[src/dic_pkg.sv]
// package: constants and carriers for the digital input conditioner
package dic_pkg;

  // timing
  localparam int unsigned CLK_HZ = 10_000_000;
  localparam int unsigned SCAN_PERIOD_US = 5000;
  localparam int unsigned SCAN_CYCLES = SCAN_PERIOD_US * (CLK_HZ / 1_000_000);
  localparam int unsigned DELAY_STEP_US = 1000;
  localparam int unsigned AC_RELEASE_MS = 30;
  localparam int unsigned DELAY_MAX_MS = 1_800_000;
  localparam int unsigned DELAY_W = 21;

  // values after reset
  localparam logic POLARITY_RESET = 1'b0;
  localparam logic AC_MODE_RESET = 1'b0;
  localparam logic [DELAY_W-1:0] DELAY_RESET = 21'h000000;

  // per-input settings written by software
  typedef struct packed {
    logic polarity_nc;
    logic ac_mode;
    logic [DELAY_W-1:0] act_delay_ms;
    logic [DELAY_W-1:0] drop_delay_ms;
  } input_cfg_t;

  // per-input conditioning state
  typedef struct packed {
    logic raw;
    logic status;
    logic [DELAY_W+2:0] elapsed_ms;
  } chan_state_t;

endpackage : dic_pkg

[src/digital_input_conditioner.sv]
// digital input conditioner: scan, polarity, delays, logic and output latency
// What this block does
// - sample every input once per 5 ms
// - pin change reaches sample within one scan plus the two synchroniser flops
// - internal logic acts one scan later
// - direct output updates another scan later
// - per-input polarity, normally open by default
// - programmable activation delay, 1 ms steps
// - separate programmable drop-off delay, 1 ms steps
// - AC mode adds 30 ms deactivation delay
// - delays and polarity changeable at runtime
`timescale 1ns/10ps
module digital_input_conditioner
  import dic_pkg::*;
#(
  parameter int unsigned NUM_INPUTS = 3,
  parameter int unsigned SCAN_COUNT = SCAN_CYCLES
)
(
  input wire logic core_clk,
  input wire logic reset,
  input wire logic [NUM_INPUTS-1:0] digital_input_n,
  input wire input_cfg_t [NUM_INPUTS-1:0] input_cfg,
  output logic [NUM_INPUTS-1:0] input_status,
  output logic [NUM_INPUTS-1:0] logic_status,
  output logic [NUM_INPUTS-1:0] digital_output_n,
  output logic scan_tick
);

  // elaboration check: the scan counter needs at least two cycles
  if (SCAN_COUNT < 2)
  begin : g_bad_scan
    $error("SCAN_COUNT must be at least 2");
  end
  // at least one input must be present
  if (NUM_INPUTS < 1)
  begin : g_bad_width
    $error("NUM_INPUTS must be at least 1");
  end
  // the delay fields must reach the longest programmable delay
  if (DELAY_W < $clog2(DELAY_MAX_MS + 1))
  begin : g_bad_delay
    $error("delay fields too narrow for the longest delay");
  end
  // the elapsed counter carries the longest wait, the ac extra and two scan steps
  if ((DELAY_W + 3) < $clog2(DELAY_MAX_MS + AC_RELEASE_MS + 2 * SCAN_PERIOD_US / DELAY_STEP_US))
  begin : g_bad_elapsed
    $error("elapsed counter too narrow");
  end
  // delays are counted in whole scans, so a scan must be whole delay steps
  if ((SCAN_PERIOD_US % DELAY_STEP_US) != 0)
  begin : g_bad_step
    $error("scan period is not a whole number of delay steps");
  end

  localparam int unsigned CNT_W = $clog2(SCAN_COUNT);
  localparam logic [CNT_W-1:0] SCAN_LAST = CNT_W'(SCAN_COUNT - 1);
  localparam int unsigned SCAN_MS = SCAN_PERIOD_US / DELAY_STEP_US;
  localparam logic [DELAY_W+2:0] SCAN_STEP_MS = (DELAY_W+3)'(SCAN_MS);
  localparam logic [DELAY_W+2:0] AC_EXTRA_MS = (DELAY_W+3)'(AC_RELEASE_MS);

  // latency budget, counted in scans of SCAN_COUNT cycles each:
  //   pin to sample     up to one scan, plus the two synchroniser flops
  //   sample to status  none with a zero delay, else ceil(delay / 5 ms) scans
  //   status to logic   one scan
  //   logic to output   one more scan
  // so a pin reaches the direct output within three scans plus the delay scans, and the relay
  // mechanics come on top of that.
  //
  // delays are counted in whole scans, so a programmed delay rounds up to
  // the next multiple of the scan; a finer 1 ms timer would buy nothing
  // while the pins are only looked at once per scan.
  //
  // settings are read only at a tick, so software may rewrite them at any
  // time; a change made between ticks takes hold at the next one, and a
  // pending wait is judged against the new value.

  // whole block state in one struct
  typedef struct packed {
    logic [CNT_W-1:0] scan_cnt;
    logic tick;
    chan_state_t [NUM_INPUTS-1:0] chan;
    logic [NUM_INPUTS-1:0] logic_out;
    logic [NUM_INPUTS-1:0] out_drive;
  } dic_state_t;

  dic_state_t state_q; // registered state
  dic_state_t state_d; // next state

  logic [NUM_INPUTS-1:0] pins_sync; // pins after two flops

  // field pins come from outside the clock domain
  sample_sync #(
    .WIDTH(NUM_INPUTS)
  ) u_sync (
    .core_clk(core_clk),
    .reset(reset),
    .pin_in(digital_input_n),
    .pin_sync(pins_sync)
  );

  // scan timing and per-input conditioning
  always_comb
  begin
    // hold everything unless a branch below moves it
    state_d = state_q;
    // the tick is a pulse of one cycle
    state_d.tick = 1'b0;
    // free-running scan divider, one tick per period
    if (state_q.scan_cnt == SCAN_LAST)
    begin
      state_d.scan_cnt = '0;
      state_d.tick = 1'b1;
    end
    else
    begin
      // count on towards the wrap
      state_d.scan_cnt = state_q.scan_cnt + CNT_W'(1);
    end

    // the pipeline below moves only on scan instants
    if (state_q.tick)
    begin
      // outputs follow logic one round behind
      state_d.out_drive = state_q.logic_out;
      for (int i = 0; i < NUM_INPUTS; i++)
      begin
        // logic sees the conditioned status one scan later
        state_d.logic_out[i] = state_q.chan[i].status;
      end
    end

    for (int i = 0; i < NUM_INPUTS; i++)
    begin
      logic sampled;
      logic [DELAY_W+2:0] need;
      logic [DELAY_W+2:0] base; // time already served by a pending change
      // defaults keep the loop free of stored values
      sampled = 1'b0;
      need = '0;
      base = '0;
      if (state_q.tick)
      begin
        // polarity: normally closed inverts the energised level
        sampled = pins_sync[i] ^ input_cfg[i].polarity_nc;
        state_d.chan[i].raw = sampled;
        // compare with the reported status, not with the last sample
        if (sampled == state_q.chan[i].status)
        begin
          // reverted or steady: any pending change is dropped
          state_d.chan[i].elapsed_ms = '0;
        end
        else
        begin
          // a fresh change starts its wait from zero, whatever is left over
          if (state_q.chan[i].raw == state_q.chan[i].status)
          begin
            base = '0;
          end
          else
          begin
            base = state_q.chan[i].elapsed_ms;
          end
          // the direction of the pending change picks its wait
          if (sampled)
          begin
            need = {3'b000, input_cfg[i].act_delay_ms};
          end
          else
          begin
            need = {3'b000, input_cfg[i].drop_delay_ms};
            // ac mode stretches the release only, never the pick-up
            if (input_cfg[i].ac_mode)
            begin
              need = need + AC_EXTRA_MS;
            end
          end
          // delay measured in whole scans, so it rounds up to a multiple of 5 ms
          if (base >= need)
          begin
            // wait served: the change lands and the timer starts afresh
            state_d.chan[i].status = sampled;
            state_d.chan[i].elapsed_ms = '0;
          end
          else
          begin
            // still waiting: one more scan has gone by
            state_d.chan[i].elapsed_ms = base + SCAN_STEP_MS;
          end
        end
      end
    end
  end

  // one register for the whole state
  // reset is synchronous and clears every field, outputs included
  always_ff @(posedge core_clk)
  begin
    if (reset)
    begin
      state_q <= '0;
    end
    else
    begin
      state_q <= state_d;
    end
  end

  // every output is a flop
  always_comb
  begin
    for (int i = 0; i < NUM_INPUTS; i++)
    begin
      input_status[i] = state_q.chan[i].status;
    end
  end
  // logic and output stages are plain copies of registered fields
  assign logic_status = state_q.logic_out;
  assign digital_output_n = state_q.out_drive;
  assign scan_tick = state_q.tick;

endmodule : digital_input_conditioner

[src/sample_sync.sv]
// two-flop synchroniser bank for field input pins
`timescale 1ns/10ps
module sample_sync
  import dic_pkg::*;
#(
  parameter int unsigned WIDTH = 3
)
(
  input wire logic core_clk,
  input wire logic reset,
  input wire logic [WIDTH-1:0] pin_in,
  output logic [WIDTH-1:0] pin_sync
);

  typedef struct packed {
    logic [WIDTH-1:0] meta;
    logic [WIDTH-1:0] stable;
  } sync_state_t;

  sync_state_t state_q; // both stages
  sync_state_t state_d; // next value

  // the first stage feeds only the second
  always_comb
  begin
    state_d.meta = pin_in;
    state_d.stable = state_q.meta;
  end

  // plain capture, cleared on reset
  always_ff @(posedge core_clk)
  begin
    if (reset)
    begin
      state_q <= '0;
    end
    else
    begin
      state_q <= state_d;
    end
  end

  assign pin_sync = state_q.stable;

endmodule : sample_sync

[config.mk]
export PLATFORM = sky130hd
export DESIGN_NAME = digital_input_conditioner
export DESIGN_NICKNAME = d
export VERILOG_FILES = /design/src/dic_pkg.sv /design/src/digital_input_conditioner.sv /design/src/sample_sync.sv
export SDC_FILE = /design/constraint.sdc
export NUM_CORES = 1
export LEC_CHECK = 0
export BUFFER_PORTS_ARGS = -buffer_cell sky130_fd_sc_hd__buf_2
export CORE_MARGIN = 1.5
export CORE_UTILIZATION = 46
export CTS_CLUSTER_SIZE = 25
export DETAILED_ROUTE_END_ITERATION = 12
export PLACE_DENSITY = 0.7
export SLEW_MARGIN = 10
export SYNTH_ARGS = -nofsm -noshare
export SYNTH_HDL_FRONTEND = slang
export SYNTH_SLANG_ARGS = --single-unit
export TNS_END_PERCENT = 10
[constraint.sdc]
create_clock -name core_clk -period 3 [get_ports core_clk]
set_input_delay 0.3 -clock core_clk [delete_from_list [all_inputs] [get_ports core_clk]]
set_output_delay 0.3 -clock core_clk [all_outputs]
set_load 0.005 [all_outputs]
Yosys cells after proc, flatten, opt, wreduce, memory -nomap -nowiden --
Index checks and enable logic that the tools add are counted.
Cells by class: bitwise gates (word level) 6, $add $sub $neg 7, order comparisons 3, multiplexer cells 28, eq/ne operators 7, reduce and logical (&&, ||, !) cells 4
Operators by type and width (number):
- $mux 24 | 21
- $mux 22 | 6
- $add 24x3->24 const B | 3
- $ge 24x24->1 | 3
- $add 21x5->22 const B | 3
- $add 16x1->16 const B | 1
- $eq 16x16->1 const B | 1
- $reduce_and 3->1 | 3
- $eq 1x1->1 | 6
- $not 1->1 | 3
- $xor 1x1->1 | 3
- $reduce_or 2->1 | 1
- $mux 1 | 1
Storage, ports and cells: flip-flop bits (word level) 107, output and inout bits 10, input port bits 137

Longest topological paths before layout --
depth after elaboration 8, mapped depth 16

Cells and area by module --
A second synthesis with hierarchy kept.
Unflattened totals: cells, all modules 1210, area, all modules 8759.7 um^2
By module, submodules not included:
- digital_input_conditioner | area an instance 8602.0 um^2, instances 1, cells each 1198
- sample_sync | area an instance 157.7 um^2, instances 1, cells each 12

Least setup slack after synthesis --
Ideal clock, no wire load.
path kind input port to flip-flop, start point input input_cfg[7] in the netlist's numbering, end point register state_q[6] in the netlist's numbering, library setup time 0.128 ns, path buffers 2, path slack -0.333 ns, data required time 2.872 ns, stages on the path 14, arrival time 3.206 ns, cell sequence clkbuf_1 nand4_1 or4b_2 nor3_1 xor2_1 mux2i_1 ha_1 nand4_1 a211oi_1 o211ai_1 and3_2 buf_6 a32oi_1 nor2_1
On the way: cells in the longest elaborated chain, start to end 8
Ends and longest elaborated chain:
- start, declared | RTL line digital_input_conditioner.sv:23 | input wire input_cfg_t [NUM_INPUTS-1:0] input_cfg,
- $add 21x5->22 | RTL line digital_input_conditioner.sv:175 | need = need + AC_EXTRA_MS;
- $mux 22 * | RTL line digital_input_conditioner.sv:173 | if (input_cfg[i].ac_mode)
- $mux 22 * | RTL line digital_input_conditioner.sv:165 | if (sampled)
- $mux 24 * | RTL line digital_input_conditioner.sv:148 | if (sampled == state_q.chan[i].status)
- $mux 24 * | RTL line digital_input_conditioner.sv:142 | if (state_q.tick)
- $ge 24x24->1 * | RTL line digital_input_conditioner.sv:179 | if (base >= need)
- $mux 24 * | RTL line digital_input_conditioner.sv:179
- $mux 24 * | RTL line digital_input_conditioner.sv:148
- end signal, assigned | RTL line digital_input_conditioner.sv:205 | state_q <= state_d;
- end, declared | RTL line digital_input_conditioner.sv:87 | dic_state_t state_q;
Mark *: on every way between the ends. The rest lies on a longest branch, timed or not. The select of a mux whose other input is x is not followed. A chain may end at the register's enable or synchronous reset.

Worst setup path after layout --
start point input input_cfg[8] in the netlist's numbering, end point register state_q (netlist bit input_status[0])
On the way: cells in the longest elaborated chain, start to end 7
Ends and longest elaborated chain (RTL line):
- $add 21x5->22 | digital_input_conditioner.sv:175
- $mux 22 * | digital_input_conditioner.sv:173
- $mux 22 * | digital_input_conditioner.sv:165
- $mux 24 * | digital_input_conditioner.sv:148
- $mux 24 * | digital_input_conditioner.sv:142
- $ge 24x24->1 * | digital_input_conditioner.sv:179
- $reduce_and 3->1 (no line) *
Marked as above.

==> impl_metrics.toml <==
[sta]
rsz0062_at_grt = "yes"
fin_skew_ps = 8.94
period_share_pct = 102
fmax_mhz = 327
setup_viol = 9
finalHoldViolCount = 0
finalMaxSlewViolations = 0
min_period_ps = 3060
slew_headroom_pct = 60.2
fin_ws_ps = -55.6
worstMarginPinSlew_ps = 592

[drt]
drt-pass1-iter-count = 8
drtIter0Drc = 714
wl_per_cell_um = 14.7
drc = 0
drt-total-wl_um = 25400
vias_per_cell = 5.54
vias = 9561
antenna_left = 0

[floorplanning]
dieWidth_um = 144
dieArea_mm2 = 0.0208
rows = 51
boundaryPins = 147
initial_utilization_pct = 47.1
core_area_mm2 = 0.0195
die_y_um = 144

[critical_path]
crit_family = "simple AND/OR/NAND/NOR gates"
slowest_stage = "or4b_4"
arrival_ps = 3320
path_max_fanout = 6
startpoint_type = "primary input"
cp-end-kind = "register"
cp_cell_sequence = "buf_2 > and4_1 > nand4_1 > or4b_4 > nor3_2 > xor2_1 > mux2i_1 > ha_1 > nand4_1 > a211oi_2 > o211ai_1 > buf_4 > and2_4 > a21o_1 > a211oi_1"
cp_data_required_time_ps = 3270
crit_path_frequent_cell = "nand4_1"
r2r-start = "u_sync.pin_sync[1]$_SDFF_PP0_"
crit_end = "input_status[0]$_SDFFE_PP0P_"
r2r_cells = 12
crit_type = "in -> reg"
cp_num_cells = 15
worst-path-buf-inv = 2
max_stage_delay_ps = 560
crit_start = "input_cfg[8]"
r2r-end = "state_q[53]$_SDFFE_PP0P_"
r2r_setup_slack_ps = 60

[placement]
dp.cells = 1700
gp_congestion = 0.917
io_buffers = 146
dp_hpwl_um = 19500

[synth]
netlist_area_mm2 = 0.00920
synth_adder_area_share_pct = 9.93
synth_ff_type = "dfxtp_1"
synth_cell_types = 72
synth_compound_area_share_pct = 16.6
synth-xor-area-share_pct = 10.5
synth_edf_count = 0
synth_fp_nets = 1443
synthCells = 1233
synth_mux_area_share_pct = 2.72
seq_area_frac_synth_pct = 23.3
synth_top_family_by_area = "simple AND/OR/NAND/NOR gates"
yosys_register_bits = 107
synth_warnings = 0
syn_area_per_cell_um2 = 7.46
async_flop_share_pct = 0
synth-simple-area-share_pct = 30.7

[grt]
grt_pass1_wl_um = 41200
gr-total-overflow = 0
grt_max_degree = 36
grtUsageTotal_pct = 24.1
antenna_found_initial = 0
grt_pass1_vias = 8906

[final_layout]
multi_input_area_mm2 = 0.00676
fillers = 1803
final-seq-area_mm2 = 0.00214
nets = 1665
layout_commonest_cell = "buf_2"
final_cell_mix = "buf_2 (140), nand2_1 (135), nor2_1 (133)"
final_cells = 1725
diodes = 0
syn2layout_area_growth_pct = 26.2
drive_gt1_share_pct = 25.1

[clocking]
htree_levels = 3
cts_hold_buf = 0
clkLatencyLatePin_ps = 350
clkTransAtPathRegs_ps = 70
cts_tree = "yes"
numCtsBuffers = 9
cts.sinks = 107
cts_buffer_depth = 2
root_buffer = "clkbuf_16"

[run_status]
outcome = "finished, violations left"
violations = "negative setup slack"

[job]
max-cap-violations = 0

[power]
ir_worst_vdd_mv = 0.273
power_density_mw_per_mm2 = 282
power_leakage_nw = 4.84
p_total_mw = 3.28

[worst_hold_path]
hold_class = "in -> reg"
-- registers in the layout, summed over array words and instances, names as in the netlist --
name,count
u_sync.state_d,3
input_status,3
scan_tick,1
digital_output_n,3
logic_status,3
u_sync.pin_sync,3
state_q,91
-- where the power goes --
part	internal (mW)	switching, mW	total [mW]
clock network	0.583	0.585	1.17
logic	0.328	0.350	0.679
registers	1.43	0.00506	1.43
total	2.34	0.940	3.28
-- cells by family after synthesis --
group,Yosys count
compound gates,235
xor+xnor,109
buf+inv,120
fa+ha+maj,73
flops,107
simple gates,564
mux,25
-- metal layers --
layer / up-vias / GRT usage [%] / routed length, um / part of all wire [%]
met5: - / 0 / 0 / 0
met4: 0 / 5.90 / 556 / 2.2
met3: 47 / 3.91 / 1440 / 5.7
met2: 312 / 40.8 / 11700 / 46
met1: 4366 / 32.0 / 11600 / 46
li1: 4836 / - / - / -
-- Yosys cell counts (4+ instances only) --
cell,n,share of area [%]
o31ai_1,16,1.3
a22o_1,5,0.48
xnor2_1,49,4.7
and4_1,7,0.67
nand3_1,68,3.7
o2111ai_1,6,0.57
a21o_1,6,0.49
mux2i_1,25,2.7
and3_1,18,1.2
buf_2,6,0.33
buf_6,4,0.49
nor3_1,29,1.6
o211ai_1,12,0.98
nor4_1,15,1.0
dfxtp_1,107,23
a21oi_1,83,4.5
a32oi_1,7,0.67
nor2_1,136,5.6
inv_1,50,2.0
nor2b_1,10,0.68
and2_1,57,3.9
or3_1,4,0.27
o22ai_1,4,0.27
a211oi_1,17,1.4
or2_2,6,0.41
clkbuf_8,4,0.60
nand4_1,38,2.6
nand2b_1,4,0.27
o21a_1,6,0.49
or4_1,4,0.33
a31oi_1,21,1.4
buf_1,4,0.16
o21ai_0,29,1.6
or3b_2,6,0.57
ha_1,73,9.9
xor2_1,58,5.5
o32a_1,11,1.2
nand2_1,138,5.6
clkbuf_1,39,1.6
buf_4,9,0.73
-- worst min-delay path by stage --
stage | depth (start not counted) | slack [ps] | start | to
global route | 2 | 140 | digital_input_n[2] | u_sync.state_d[2]$_SDFF_PP0_
detailed placement | 1 | 420 | u_sync.state_d[0]$_SDFF_PP0_ | u_sync.pin_sync[0]$_SDFF_PP0_
floorplan | 1 | 410 | state_q[85]$_SDFF_PP0_ | state_q[85]$_SDFF_PP0_
global placement | 1 | 420 | u_sync.state_d[0]$_SDFF_PP0_ | u_sync.pin_sync[0]$_SDFF_PP0_
finish | 2 | 160 | digital_input_n[0] | u_sync.state_d[0]$_SDFF_PP0_
CTS | 2 | 140 | digital_input_n[2] | u_sync.state_d[2]$_SDFF_PP0_
-- stage by stage --
stage                     setup TNS [ps]  util [%]  hold slack (ps)  worst slack [ps]  cell area (um^2)
final                               -158      59.4              156             -55.6             11600
after global placement            -20890      56.3              421              -409             11000
after CTS                          -25.9      58.1              144             -25.9             11300
after detailed placement          -26140      56.3              424              -515             11000
after floorplan                    -1380         -              413             -48.9              9310
after global routing               -6170      59.4              138              -213             11600
-- what timing repair did --
| action | in CTS | in global routing |
|---|---|---|
| pin swaps | 5 | 27 |
| setup buffers | 1 | 7 |
| cloned | 1 | 2 |
| endpoints found under the setup margin | 36 | 72 |
| gates resized for setup | 12 | 45 |
-- worst register-to-register path, cell delays in order (launching register included) --
cell	delay, ps
dfxtp_2	380
xor2_4	320
buf_4	190
a21oi_1	40
a21oi_1	150
ha_1	280
a211oi_2	260
o21ai_1	100
o211ai_1	240
nand4_1	140
buf_6	180
or4_1	490
mux2i_1	120
-- area by class of cell --
cell class | count | share of cell area (%)
Tap cell | 265 | 2.86
Timing Repair Buffer | 277 | 16.2
Inverter | 53 | 1.76
Sequential cell | 107 | 18.5
Clock buffer | 10 | 1.97
Clock inverter | 6 | 0.474
Multi-Input combinational cell | 1007 | 58.3
Power figures use the tool's default switching activity.
